<file path="config.mk">
export PLATFORM = sky130hd
export DESIGN_NAME = hsc_homing_ctrl
export DESIGN_NICKNAME = d
export VERILOG_FILES = /design/src/hdl/hsc_pkg.sv /design/src/hdl/hsc_sync2.sv /design/src/hdl/hsc_homing_ctrl.sv
export VERILOG_INCLUDE_DIRS = /design/src /design/src/hdl
export SDC_FILE = /design/constraint.sdc
export NUM_CORES = 1
export LEC_CHECK = 0
export ABC_AREA = 1
export BUFFER_PORTS_ARGS = -buffer_cell sky130_fd_sc_hd__buf_2
export CORE_MARGIN = 5
export CORE_UTILIZATION = 52
export DETAILED_ROUTE_END_ITERATION = 8
export GPL_TIMING_DRIVEN = 1
export PLACE_DENSITY = 0.88
export REMOVE_ABC_BUFFERS = 1
export SYNTH_ARGS = -nofsm -noshare
export SYNTH_HDL_FRONTEND = slang
export SYNTH_SLANG_ARGS = --single-unit
</file>
<file path="constraint.sdc">
create_clock -name clock -period 7.5 [get_ports clock]
set_input_delay 0.75 -clock clock [delete_from_list [all_inputs] [get_ports clock]]
set_output_delay 0.75 -clock clock [all_outputs]
set_load 0.01 [all_outputs]
</file>
<file path="src/hdl/hsc_params.svh">
// constants for the homing sequence controller
`ifndef HSC_PARAMS_SVH
`define HSC_PARAMS_SVH
// ----------------------------------------
// register byte offsets
// ----------------------------------------
`define HSC_OFS_CONFIG 8'h00
`define HSC_OFS_COMMAND 8'h04
`define HSC_OFS_POINT 8'h08
`define HSC_OFS_STATUS 8'h0C
`define HSC_OFS_INT_STAT 8'h10
`define HSC_OFS_INT_MASK 8'h14
`define HSC_OFS_TORQUE 8'h18
`define HSC_OFS_CREEP 8'h1C
// ----------------------------------------
// reset values
// ----------------------------------------
`define HSC_CONFIG_RST 16'h0019
`define HSC_TORQUE_RST 12'h1F4
`define HSC_CREEP_RST 16'h000A
// ----------------------------------------
// config field positions
// ----------------------------------------
`define HSC_CFG_PT_LO 0
`define HSC_CFG_REF_LO 2
`define HSC_CFG_INDEX 4
`define HSC_CFG_DIR 5
`define HSC_CFG_TQSW 6
`define HSC_CFG_CREEP 7
`define HSC_CFG_CTLMODE_LO 8
`define HSC_CFG_CMDMODE_LO 12
// ----------------------------------------
// command bits, setting codes
// ----------------------------------------
`define HSC_CMD_START 0
`define HSC_CMD_ABORT 1
`define HSC_PT_ON_START 2'h0
`define HSC_PT_ON_DONE 2'h1
`define HSC_PT_EACH 2'h2
`define HSC_REF_USER 2'h0
`define HSC_REF_STOPPER 2'h1
`define HSC_REF_DOG 2'h2
`define HSC_CTLMODE_POS 4'h0
`define HSC_CMDMODE_INT 4'h3
// ----------------------------------------
// interrupt bits, bus answers
// ----------------------------------------
`define HSC_INT_HOMED 0
`define HSC_INT_POINT 1
`define HSC_RESP_OKAY 2'h0
`define HSC_RESP_SLVERR 2'h2
// ----------------------------------------
// synchronised pin indices
// ----------------------------------------
`define HSC_PIN_DOG 0
`define HSC_PIN_INDEX 1
`define HSC_PIN_STOPPER 2
`define HSC_PIN_SEQSTART 3
`define HSC_PIN_PTSTART 4
`define HSC_PIN_PTDONE 5
`define HSC_PIN_STOPPED 6
`define HSC_PIN_SHIFTDONE 7
`define HSC_PIN_COUNT 8
`endif

</file>
<file path="src/hdl/hsc_pkg.sv">
// types shared by the homing sequence controller
`include "hsc_params.svh"
package hsc_pkg;
  typedef enum logic [2:0] {
    HSC_IDLE = 3'b000,
    HSC_LEAVE_DOG = 3'b001,
    HSC_SEEK_REF = 3'b010,
    HSC_SEEK_INDEX = 3'b011,
    HSC_DECEL = 3'b100,
    HSC_CREEP = 3'b101,
    HSC_FINISH = 3'b110,
    HSC_DONE = 3'b111
  } hsc_home_state_t;

  typedef struct packed {
    hsc_home_state_t st;
    logic [15:0] cfg;
    logic [2:0] pointReg;
    logic [2:0] pointOut;
    logic homingEnd;
    logic motionEnd;
    logic moveEn;
    logic moveCw;
    logic creepSel;
    logic torqueLimEn;
    logic [1:0] intStat;
    logic [1:0] intMask;
    logic irq;
    logic [11:0] torqueLimit;
    logic [15:0] creepSpeed;
    logic [`HSC_PIN_COUNT-1:0] pinsPrev;
    logic awGot;
    logic wGot;
    logic [7:0] awAddr;
    logic [31:0] wData;
    logic [3:0] wStrb;
    logic bvalid;
    logic [1:0] bresp;
    logic rvalid;
    logic [31:0] rdata;
    logic [1:0] rresp;
  } hsc_regs_t;
endpackage

</file>
<file path="src/hdl/hsc_sync2.sv">
// two-flop synchroniser for a group of pin inputs
`timescale 1ns/1ps
module hsc_sync2 #(
  parameter int WIDTH = 1
) (
  input wire logic clock,
  input wire logic rst,
  input wire logic [WIDTH-1:0] din,
  output logic [WIDTH-1:0] dout
);
  typedef struct packed {
    logic [WIDTH-1:0] stage1;
    logic [WIDTH-1:0] stage2;
  } hsc_sync_t;

  hsc_sync_t s_ff;
  hsc_sync_t nxt_s;

  // the first stage feeds only the second one
  always_comb begin
    nxt_s = s_ff;
    nxt_s.stage1 = din;
    nxt_s.stage2 = s_ff.stage1;
  end

  always_ff @(posedge clock or posedge rst) begin
    if (rst) begin
      s_ff <= '0;
    end else begin
      s_ff <= nxt_s;
    end
  end

  assign dout = s_ff.stage2;
endmodule

</file>
<file path="src/hdl/hsc_homing_ctrl.sv">
// homing sequencer with point-number output timing and AXI4-Lite registers
//
// Summary of operation
// - point number is shown on motion start, motion complete, or each point start; default complete
// - point output timing acts only in position control with internal option-I/O command
// - home reference is user position, stopper, or dog front edge; default dog
// - index selection 1 uses first index pulse after reference; 0 ignores index
// - homing moves counterclockwise for setting 0 and clockwise for setting 1
// - starting on the dog, move backward and take the front edge on leaving
// - homing torque limit only when torque switch is 1 or reference is stopper; default off
// - stopper homing always limits torque to the homing limit value
// - creep off: stop after reference, home equals reference, both end outputs close
// - creep on: stop, creep by shift amount, then homing end, then motion end
// - slow approach runs at the creep speed, default 10 rpm
`timescale 1ns/1ps
`include "hsc_params.svh"
module hsc_homing_ctrl (
  input wire logic clock,
  input wire logic rst,
  input wire logic [7:0] awaddr,
  input wire logic awvalid,
  output logic awready,
  input wire logic [31:0] wdata,
  input wire logic [3:0] wstrb,
  input wire logic wvalid,
  output logic wready,
  output logic [1:0] bresp,
  output logic bvalid,
  input wire logic bready,
  input wire logic [7:0] araddr,
  input wire logic arvalid,
  output logic arready,
  output logic [31:0] rdata,
  output logic [1:0] rresp,
  output logic rvalid,
  input wire logic rready,
  input wire logic homeDog,
  input wire logic encoderIndex,
  input wire logic stopperPressed,
  input wire logic motionSeqStart,
  input wire logic pointMotionStart,
  input wire logic pointMotionComplete,
  input wire logic motorStopped,
  input wire logic shiftDone,
  output logic [2:0] pointNumberOut,
  output logic motionEndOutput,
  output logic homingEndOutput,
  output logic moveEnable,
  output logic moveCw,
  output logic creepSelect,
  output logic [15:0] creepSpeed,
  output logic torqueLimitEnable,
  output logic [11:0] torqueLimitValue,
  output logic irq
);
  import hsc_pkg::*;

  hsc_regs_t s_ff;
  hsc_regs_t nxt_s;
  logic [`HSC_PIN_COUNT-1:0] pins;
  logic [`HSC_PIN_COUNT-1:0] rise;
  logic [`HSC_PIN_COUNT-1:0] fall;
  logic [1:0] cfgPt;
  logic [1:0] cfgRef;
  logic cfgIndex;
  logic cfgDir;
  logic cfgTqSw;
  logic cfgCreep;
  logic ptGate;
  logic wrFire;
  logic rdFire;
  logic refDone;

  // ----------------------------------------
  // pin synchronisers
  // ----------------------------------------
  hsc_sync2 #(.WIDTH(`HSC_PIN_COUNT)) u_sync (
    .clock(clock),
    .rst(rst),
    .din({shiftDone, motorStopped, pointMotionComplete, pointMotionStart,
          motionSeqStart, stopperPressed, encoderIndex, homeDog}),
    .dout(pins)
  );

  assign rise = pins & ~s_ff.pinsPrev;
  assign fall = ~pins & s_ff.pinsPrev;
  assign cfgPt = s_ff.cfg[`HSC_CFG_PT_LO +: 2];
  assign cfgRef = s_ff.cfg[`HSC_CFG_REF_LO +: 2];
  assign cfgIndex = s_ff.cfg[`HSC_CFG_INDEX];
  assign cfgDir = s_ff.cfg[`HSC_CFG_DIR];
  assign cfgTqSw = s_ff.cfg[`HSC_CFG_TQSW];
  assign cfgCreep = s_ff.cfg[`HSC_CFG_CREEP];
  assign ptGate = (s_ff.cfg[`HSC_CFG_CTLMODE_LO +: 4] == `HSC_CTLMODE_POS) &&
                  (s_ff.cfg[`HSC_CFG_CMDMODE_LO +: 4] == `HSC_CMDMODE_INT);
  assign wrFire = s_ff.awGot && s_ff.wGot && !s_ff.bvalid;
  assign rdFire = arvalid && !s_ff.rvalid;

  function automatic logic [31:0] strobed(input logic [31:0] old, input logic [31:0] d,
                                          input logic [3:0] be);
    logic [31:0] r;
    r = old;
    for (int i = 0; i < 4; i++) begin
      if (be[i]) begin
        r[8*i +: 8] = d[8*i +: 8];
      end
    end
    return r;
  endfunction

  function automatic logic mapped(input logic [7:0] a);
    return (a[1:0] == 2'h0) && (a <= `HSC_OFS_CREEP);
  endfunction

  // ----------------------------------------
  // next state
  // ----------------------------------------
  always_comb begin
    logic [31:0] wv;
    logic [1:0] ev;
    logic [1:0] clr;
    logic startCmd;
    logic abortCmd;
    wv = '0;
    ev = '0;
    clr = '0;
    startCmd = 1'b0;
    abortCmd = 1'b0;
    refDone = 1'b0;
    nxt_s = s_ff;
    nxt_s.pinsPrev = pins;

    // write channel: address and data taken in either order
    if (awvalid && !s_ff.awGot) begin
      nxt_s.awGot = 1'b1;
      nxt_s.awAddr = awaddr;
    end
    if (wvalid && !s_ff.wGot) begin
      nxt_s.wGot = 1'b1;
      nxt_s.wData = wdata;
      nxt_s.wStrb = wstrb;
    end
    if (s_ff.bvalid && bready) begin
      nxt_s.bvalid = 1'b0;
    end
    if (wrFire) begin
      nxt_s.awGot = 1'b0;
      nxt_s.wGot = 1'b0;
      nxt_s.bvalid = 1'b1;
      nxt_s.bresp = mapped(s_ff.awAddr) ? `HSC_RESP_OKAY : `HSC_RESP_SLVERR;
      unique case (s_ff.awAddr)
        `HSC_OFS_CONFIG: begin
          wv = strobed({16'h0000, s_ff.cfg}, s_ff.wData, s_ff.wStrb);
          nxt_s.cfg = wv[15:0];
        end
        `HSC_OFS_COMMAND: begin
          startCmd = s_ff.wStrb[0] && s_ff.wData[`HSC_CMD_START];
          abortCmd = s_ff.wStrb[0] && s_ff.wData[`HSC_CMD_ABORT];
        end
        `HSC_OFS_POINT: begin
          wv = strobed({29'h0, s_ff.pointReg}, s_ff.wData, s_ff.wStrb);
          nxt_s.pointReg = wv[2:0];
        end
        `HSC_OFS_INT_STAT: clr = s_ff.wStrb[0] ? s_ff.wData[1:0] : 2'h0;
        `HSC_OFS_INT_MASK: begin
          wv = strobed({30'h0, s_ff.intMask}, s_ff.wData, s_ff.wStrb);
          nxt_s.intMask = wv[1:0];
        end
        `HSC_OFS_TORQUE: begin
          wv = strobed({20'h0, s_ff.torqueLimit}, s_ff.wData, s_ff.wStrb);
          nxt_s.torqueLimit = wv[11:0];
        end
        `HSC_OFS_CREEP: begin
          wv = strobed({16'h0, s_ff.creepSpeed}, s_ff.wData, s_ff.wStrb);
          nxt_s.creepSpeed = wv[15:0];
        end
        default: ;
      endcase
    end

    // read channel: one cycle from address to data
    if (s_ff.rvalid && rready) begin
      nxt_s.rvalid = 1'b0;
    end
    if (rdFire) begin
      nxt_s.rvalid = 1'b1;
      nxt_s.rresp = mapped(araddr) ? `HSC_RESP_OKAY : `HSC_RESP_SLVERR;
      unique case (araddr)
        `HSC_OFS_CONFIG: nxt_s.rdata = {16'h0000, s_ff.cfg};
        `HSC_OFS_POINT: nxt_s.rdata = {29'h0, s_ff.pointReg};
        `HSC_OFS_STATUS: nxt_s.rdata = {21'h0, s_ff.pointOut, s_ff.torqueLimEn,
                                        s_ff.moveEn, s_ff.motionEnd, s_ff.homingEnd,
                                        s_ff.moveCw, s_ff.st};
        `HSC_OFS_INT_STAT: nxt_s.rdata = {30'h0, s_ff.intStat};
        `HSC_OFS_INT_MASK: nxt_s.rdata = {30'h0, s_ff.intMask};
        `HSC_OFS_TORQUE: nxt_s.rdata = {20'h0, s_ff.torqueLimit};
        `HSC_OFS_CREEP: nxt_s.rdata = {16'h0, s_ff.creepSpeed};
        default: nxt_s.rdata = 32'h0000_0000;
      endcase
    end

    // ----------------------------------------
    // point number output
    // ----------------------------------------
    // gated by control modes
    if (!ptGate) begin
      nxt_s.pointOut = 3'h0;
    end else begin
      if ((cfgPt == `HSC_PT_ON_START && rise[`HSC_PIN_SEQSTART]) ||
          (cfgPt == `HSC_PT_ON_DONE && rise[`HSC_PIN_PTDONE]) ||
          (cfgPt == `HSC_PT_EACH && rise[`HSC_PIN_PTSTART])) begin
        nxt_s.pointOut = s_ff.pointReg;
        ev[`HSC_INT_POINT] = 1'b1;
      end
    end

    // ----------------------------------------
    // homing sequencer
    // ----------------------------------------
    unique case (s_ff.st)
      HSC_IDLE, HSC_DONE: begin
        if (startCmd) begin
          nxt_s.homingEnd = 1'b0;
          nxt_s.motionEnd = 1'b0;
          nxt_s.creepSel = 1'b0;
          nxt_s.moveEn = 1'b1;
          nxt_s.moveCw = cfgDir;
          if (cfgRef == `HSC_REF_USER) begin
            refDone = 1'b1;
          end else if (cfgRef == `HSC_REF_DOG && pins[`HSC_PIN_DOG]) begin
            // start on dog, back off first
            nxt_s.st = HSC_LEAVE_DOG;
            nxt_s.moveCw = !cfgDir;
          end else begin
            nxt_s.st = HSC_SEEK_REF;
          end
        end
      end
      HSC_LEAVE_DOG: begin
        // front edge seen when leaving dog
        refDone = fall[`HSC_PIN_DOG];
      end
      HSC_SEEK_REF: begin
        refDone = (cfgRef == `HSC_REF_STOPPER) ? rise[`HSC_PIN_STOPPER] :
                  rise[`HSC_PIN_DOG];
      end
      HSC_SEEK_INDEX: begin
        if (rise[`HSC_PIN_INDEX]) begin
          nxt_s.st = HSC_DECEL;
          nxt_s.moveEn = 1'b0;
        end
      end
      HSC_DECEL: begin
        if (pins[`HSC_PIN_STOPPED]) begin
          if (cfgCreep) begin
            nxt_s.st = HSC_CREEP;
            nxt_s.moveEn = 1'b1;
            nxt_s.creepSel = 1'b1;
            nxt_s.moveCw = cfgDir;
          end else begin
            // home is the reference, both ends close
            nxt_s.st = HSC_DONE;
            nxt_s.homingEnd = 1'b1;
            nxt_s.motionEnd = 1'b1;
            ev[`HSC_INT_HOMED] = 1'b1;
          end
        end
      end
      HSC_CREEP: begin
        // homing end closes before motion end
        if (rise[`HSC_PIN_SHIFTDONE]) begin
          nxt_s.st = HSC_FINISH;
          nxt_s.moveEn = 1'b0;
          nxt_s.creepSel = 1'b0;
          nxt_s.homingEnd = 1'b1;
        end
      end
      HSC_FINISH: begin
        nxt_s.st = HSC_DONE;
        nxt_s.motionEnd = 1'b1;
        ev[`HSC_INT_HOMED] = 1'b1;
      end
    endcase

    // index selection decides the next step
    if (refDone) begin
      if (cfgIndex) begin
        nxt_s.st = HSC_SEEK_INDEX;
      end else begin
        nxt_s.st = HSC_DECEL;
        nxt_s.moveEn = 1'b0;
      end
    end

    if (abortCmd) begin
      nxt_s.st = HSC_IDLE;
      nxt_s.moveEn = 1'b0;
      nxt_s.creepSel = 1'b0;
    end

    // switch enables limit; stopper always limits
    nxt_s.torqueLimEn = (nxt_s.st != HSC_IDLE) && (nxt_s.st != HSC_DONE) &&
                        (cfgTqSw || cfgRef == `HSC_REF_STOPPER);

    // set wins over a clear in the same cycle
    nxt_s.intStat = (s_ff.intStat & ~clr) | ev;
    nxt_s.irq = |(nxt_s.intStat & nxt_s.intMask);
  end

  always_ff @(posedge clock or posedge rst) begin
    if (rst) begin
      s_ff <= '0;
      s_ff.st <= HSC_IDLE;
      s_ff.cfg <= `HSC_CONFIG_RST;
      s_ff.torqueLimit <= `HSC_TORQUE_RST;
      s_ff.creepSpeed <= `HSC_CREEP_RST;
    end else begin
      s_ff <= nxt_s;
    end
  end

  // ----------------------------------------
  // outputs
  // ----------------------------------------
  assign awready = !s_ff.awGot;
  assign wready = !s_ff.wGot;
  assign bvalid = s_ff.bvalid;
  assign bresp = s_ff.bresp;
  assign arready = !s_ff.rvalid;
  assign rvalid = s_ff.rvalid;
  assign rdata = s_ff.rdata;
  assign rresp = s_ff.rresp;
  assign pointNumberOut = s_ff.pointOut;
  assign motionEndOutput = s_ff.motionEnd;
  assign homingEndOutput = s_ff.homingEnd;
  assign moveEnable = s_ff.moveEn;
  assign moveCw = s_ff.moveCw;
  assign creepSelect = s_ff.creepSel;
  assign creepSpeed = s_ff.creepSpeed;
  assign torqueLimitEnable = s_ff.torqueLimEn;
  assign torqueLimitValue = s_ff.torqueLimit;
  assign irq = s_ff.irq;

  logic abortCmdSeen;
  assign abortCmdSeen = wrFire && s_ff.awAddr == `HSC_OFS_COMMAND &&
                        s_ff.wData[`HSC_CMD_ABORT];
endmodule

</file>
Word level (Yosys, flattened, before mapping)
Index checks and enable logic that the tools add are counted.
{"block": "totals", "reg_bits": 154, "latchBits": 0, "ram_bits": 0, "romBits": 0, "input_bits": 67, "out_inout_bits": 79, "elab_cells": 193, "mem_count": 0}
{"block": "op_classes", "addsub": 0, "n_mul": 0, "div_mod_pow": 0, "magnitude_cmp": 2, "n_eq_ne": 35, "n_shift": 0, "mux": 61, "bitwise_logic": 8, "reduce_logical": 56}
{"operator": "$pmux 16 s7", "n": 1}
{"operator": "$eq 8x5->1 const B", "n": 8}
{"operator": "$mux 3", "n": 12}
{"operator": "$mux 35", "n": 1}
{"operator": "$mux 1", "n": 25}
{"operator": "$eq 8x4->1 const B", "n": 3}
{"operator": "$mux 2", "n": 12}
{"operator": "$reduce_and 3->1", "n": 7}
{"operator": "$logic_and 1x1->1", "n": 18}
{"operator": "$le 8x5->1 const B", "n": 2}
{"operator": "$logic_not 8->1", "n": 2}
{"operator": "$pmux 3 s5", "n": 1}
{"operator": "$eq 3x3->1 const B", "n": 4}
{"operator": "$ne 3x3->1 const B", "n": 4}
{"operator": "$pmux 1 s3", "n": 4}
{"operator": "$mux 5", "n": 2}
{"operator": "$reduce_and 5->1", "n": 2}
{"operator": "$reduce_bool 2->1", "n": 5}
{"operator": "$reduce_bool 3->1", "n": 3}
{"operator": "$and 8x8->8", "n": 1}
{"operator": "$eq 8x3->1 const B", "n": 1}
{"operator": "$logic_not 2->1", "n": 4}
{"operator": "$ne 2x2->1 const B", "n": 4}
{"operator": "$not 8->8", "n": 1}
{"operator": "other kinds (21)", "n": 35}

Longest topological paths before layout
{"block": "logic_depth", "ltp_word": 11, "depth_mapped": 14, "mapped_depth_nobuf": 14}

Cells and area by module
A second synthesis with hierarchy kept.
{"block": "unflattened", "cells_unflattened": 725, "area_unflattened_um2": 6485.0}
{"mod": "hsc_homing_ctrl", "instances": 1, "cells_per_inst": 708, "area_per_inst_um2": 6080.8, "seq_area_each_um2": 2991.6}
{"mod": "hsc_sync2", "instances": 1, "cells_per_inst": 17, "area_per_inst_um2": 404.1, "seq_area_each_um2": 400.4}

Worst setup path after synthesis
OpenSTA, ideal clock, no wires.
{"block": "synth_path", "path_kind": "input port to flip-flop", "from": "input araddr[7]", "to": "register s_ff (netlist bit rdata[1])", "setup_ps": 66, "arrival_time_ps": 1773, "required_time_ps": 7434, "path_slack_ps": 5662, "stages": 9, "path_cell_list": "nor2_1 -> nand2_1 -> nor2_2 -> nand2_1 -> inv_1 -> nand2_1 -> o2111ai_1 -> o21ai_0 -> nand2_1"}
{"block": "synth_between", "elab_chain_cells": 2, "word_cells_on_any_way": 8, "cone_classes": "eq/ne (6); mux (1); reduce/logical (1)"}
{"element": "start: declaration", "line": "hsc_homing_ctrl.sv:30", "rtl": "input wire logic [7:0] araddr,"}
{"element": "$eq 8x5->1, or another cell as far along", "line": "hsc_homing_ctrl.sv:187", "rtl": "unique case (araddr)"}
{"element": "$pmux 16 s7 *", "line": "hsc_homing_ctrl.sv:187"}
{"element": "end signal: assignment", "line": "hsc_homing_ctrl.sv:317", "rtl": "s_ff <= nxt_s;"}
{"element": "end: declaration", "line": "hsc_homing_ctrl.sv:58", "rtl": "hsc_regs_t s_ff;"}
Mark *: on every way between the ends. The rest lies on a longest branch, timed or not.
A chain may end at the register's enable or synchronous reset.

Worst setup path in the final report
Ends and elaborated chain as after synthesis.

==> run summary <==
The worst register-to-register path has a setup slack of 5.62 ns. Most utilized layer in the global route result: met2. No sink is reached through more buffers than the 2 on the longest clock path.

The total wirelength of the detailed-routed design was 15400 um; the placed wire-length estimate after detailed placement was 10900 um. The quantity of gates resized following cts is 0. The synthesis-to-layout area growth is 14.5%, and the number of synthesized flops with an enable pin is 0. Counting flops and latches in the post-synthesis netlist gives 135. The share of the yosys chip area belonging to registers is 53.7%. The die is 120 um wide.

The run gives 2110 um2 as the area of combinational cells with multiple inputs. The run gives 1 as the number of antenna violations at the first check in global routing. The H-tree generated during clock tree synthesis spans 4 levels.

Detailed routing inserted a total of 5023 vias. Buffers added to address setup during post-CTS repair amount to 0. The tools report the reg-to-reg endpoint as creepSpeed[11]. The tools report the clock tree root buffer cell as clkbuf_16. The tools report the worst path setup slack after routing as 4.97 ns. Setup repair after global routing left no endpoint under its margin. Leaving out filler cells and counting taps, the final layout contains 948. Before CTS, the worst setup slack after placement is 4.70 ns. The flow ran to the end, and the final reports show no timing, DRC or antenna violations. The Yosys step of the flow raised 0 warnings. The number of fill cells in the layout was 992; the required time reported for the critical path endpoint was 7.86 ns. The count of pins over their slew limit was 0; the pin slew with the least headroom to its limit was 1.08 ns. The number of maximum-capacitance violations is 0, and the global-route met1 utilization is 29.4%. Entering global routing, the biggest net connects 72 pins.

Dividing the detail-routed via count by the number of cells gives 5.30. The run gives 12000 um2 as the core outline area. The number of hold buffers added after CTS came out at 0. Traced cell by cell, the critical path runs through buf_2 -> nor2_1 -> nand2_1 -> nor2_1 -> nand2_1 -> inv_2 -> nand2_1 -> o2111ai_1 -> o21ai_0 -> nand2_1. The analysis attributes to cell leakage a power of 3.62 nW. STA classifies the critical path startpoint as an input pin. Measured on the finished design, the core utilization comes to 60.4%. The cell type of the slowest stage on the worst timing path is nor2_1. Cells with a size suffix above 1 make up 24.1% of the layout.

The top-level I/O count came out at 146. The die area was 14400 um2; the post-synthesis average cell area was 8.73 um2. Measured against its own limit, the worst slew margin works out to 27.7%. The die outline height came out at 120 um. The cell occurring most often along the worst timing path is nand2_1.

The total global-route track usage was 21.8%. The logs give 6310 um2 for the total standard cell area after synthesis and 0 for the final count of hold timing violations. The sum of overflow across all layers after global routing is 0. The worst register-to-register path begins at s_ff[75].

TritonCTS built the clock tree. Clock-pin slew was measured on the worst setup and hold paths at 0.06 ns. The worst-case IR drop observed on VDD is 0.249 mV. The synthesized netlist contains 40 unique library cells. After detailed routing, the number of remaining DRC violations is 0.

For this run, asynchronously set or reset flops after synthesis account for 100%. The path class of the tightest hold or removal check is reg -> reg. The logs give 0.42 ns for the source-to-sink clock delay at the later pin of the worst-skew pair and 854 for the final net count. Sum of negative setup slack: 0 ns.

Counting every sink on the clock net gives 135. Number of cell instances on the worst register-to-register path: 5. In the final routed layout, each cell accounts on average for 16.2 um.

The cell count after synthesis came out at 723. The worst path in the final design needs a cycle of 2.53 ns, including I/O delays and setup. Along the worst hold path, the cell count comes to 0.

The iteration-0 DRC count of the detailed router is 425. The run gives 395 MHz as the upper clock frequency limit. In this run the most critical hold path is launched from u_sync.nxt_s[5].

The first global-routing pass estimated 24400 um of wire. Routability-driven placement finished with a final weighted congestion of 0.924. During placement, the flow inserted port buffers numbering 109. The maximum fanout along the worst path is 16.

The logs give 915 for the number of instances in the placed design and 3390 um2 for the storage element area. The post-route fraction of the period consumed by the critical path came out at 33.8%. STA classifies the critical path endpoint as a flip-flop. The path with the worst hold slack has its endpoint at u_sync.dout[5].

The power per unit of standard cell area was 374 nW/um2. Met2 usage in global routing: 33.6%. The endpoint arrival time on the critical path is 2.89 ns. For the via count of the first global-routing pass, the log shows 4800. The critical path in this run is classified as in -> reg. The longest individual stage delay on the worst path was 0.84 ns. For this configuration, the core starts out at a cell density of 52.8%. The worst setup skew after layout came out at 0.00651 ns. The run gives 5.99% as the met3 track demand over resource in global routing. The antenna violation net count after detailed routing is 0, and the number of iterations in the first detailed-routing pass is 5.

Counting the buffers created by CTS gives 17. The most used flip-flop cell after synthesis is dfrtp_1. For the number of core rows, the log shows 40. Setup violations remaining at the end of the flow were counted as 0.
cell usage after synthesis (3+ instances only):
master,instances,area (um2)
dfrtp_1,124,3100
nor2_2,8,50.1
nor2_1,61,229
inv_2,7,26.3
mux2_2,5,56.3
nand4_1,7,43.8
nor3_1,5,25.0
a31oi_1,3,18.8
nand3_1,30,150
a32o_1,3,30.0
buf_4,69,518
nand2_1,159,597
nand2_2,4,25.0
a21oi_1,26,130
dfstp_2,11,289
inv_1,71,267
o21ai_1,5,25.0
nor2_4,3,33.8
a211oi_1,5,37.5
clkbuf_1,12,45.0
o21ai_0,77,385
buf_2,3,15.0
layout make-up:
class / count / share of cell area (%)
sequential: 135 / 46.9
multi-input combinational: 443 / 29.2
timing repair buffer: 112 / 7.86
clock buffer: 17 / 5.88
inverter: 78 / 4.08
clock inverter: 15 / 3.44
tap: 147 / 2.54
antenna: 1 / 0.0346
sequential cells by signal (all words and copies together), names as in the netlist, 2 cells and up:
register	cells
s_ff	53
creepSpeed	16
rdata	16
torqueLimitValue	12
u_sync.dout	8
u_sync.nxt_s	8
pointNumberOut	3
cfgPt	2
cfgRef	2
cells in the final DEF (no fill, tap or decap), types with 2 or more instances in the layout:
master,instances
nand2_1,159
dfrtp_1,124
buf_2,109
o21ai_0,77
inv_1,70
nor2_1,61
nand3_1,30
a21oi_1,26
conb_1,18
clkbuf_16,17
dfstp_2,11
nor2_2,8
inv_2,7
nand4_1,7
bufinv_16,6
o21ai_1,5
mux2_2,5
nor3_1,5
a211oi_1,5
clkinvlp_4,5
nand2_2,4
a32o_1,3
nor2_4,3
a31oi_1,3
buf_4,3
nand3_2,2
nor4_2,2
nor4_1,2
a21oi_2,2
o211ai_1,2
o22ai_1,2
a221oi_1,2
inv_6,2
cell families after synthesis:
family / synth area share, %
AO/OA/AOI/OAI: 11.7
buffers and inverters: 13.8
flip-flops: 53.7
multiplexers: 0.892
other: 0.0594
AND/OR/NAND/NOR: 19.8
report_power, final:
group	switching (mW)	internal, mW
combinational	0.454	0.235
clock	0.318	0.624
sequential	0.148	0.925
total	0.921	1.78
metrics by stage:
step                      power, mW  hold WS, ns  cell area [um2]
after floorplan                1.49        0.331             5800
after global placement         1.73        0.334             6550
after detailed placement       1.75        0.336             6550
after CTS                      2.71        0.350             7230
after global routing           2.85        0.350             7230
final                          2.70        0.348             7230
worst max path at each step:
stage / slack [ns] / endpoint / depth (start not counted) / start
floorplan: 3.16 / bresp[1] / 1 / rst
global placement: 4.72 / rdata[1] / 10 / araddr[7]
detailed placement: 4.70 / rdata[1] / 10 / araddr[7]
CTS: 5.08 / rdata[1] / 10 / araddr[7]
global route: 4.83 / rdata[1] / 10 / araddr[7]
finish: 4.97 / rdata[1] / 10 / araddr[7]
per-layer routing:
metal  routed length [um]  part of all wire (%)
met5                    0                     0
met4                  431                   2.8
met3                 1350                   8.8
met2                 7120                    46
met1                 6470                    42
worst max-delay path: cells and delay by family:
kind                   cells  cell delay (ns)
AOI/OAI and AO/OA          2             0.30
and+or+nand+nor            6             1.40
buffers and inverters      2             0.42
No activity file was read; power rests on OpenSTA's default activity.
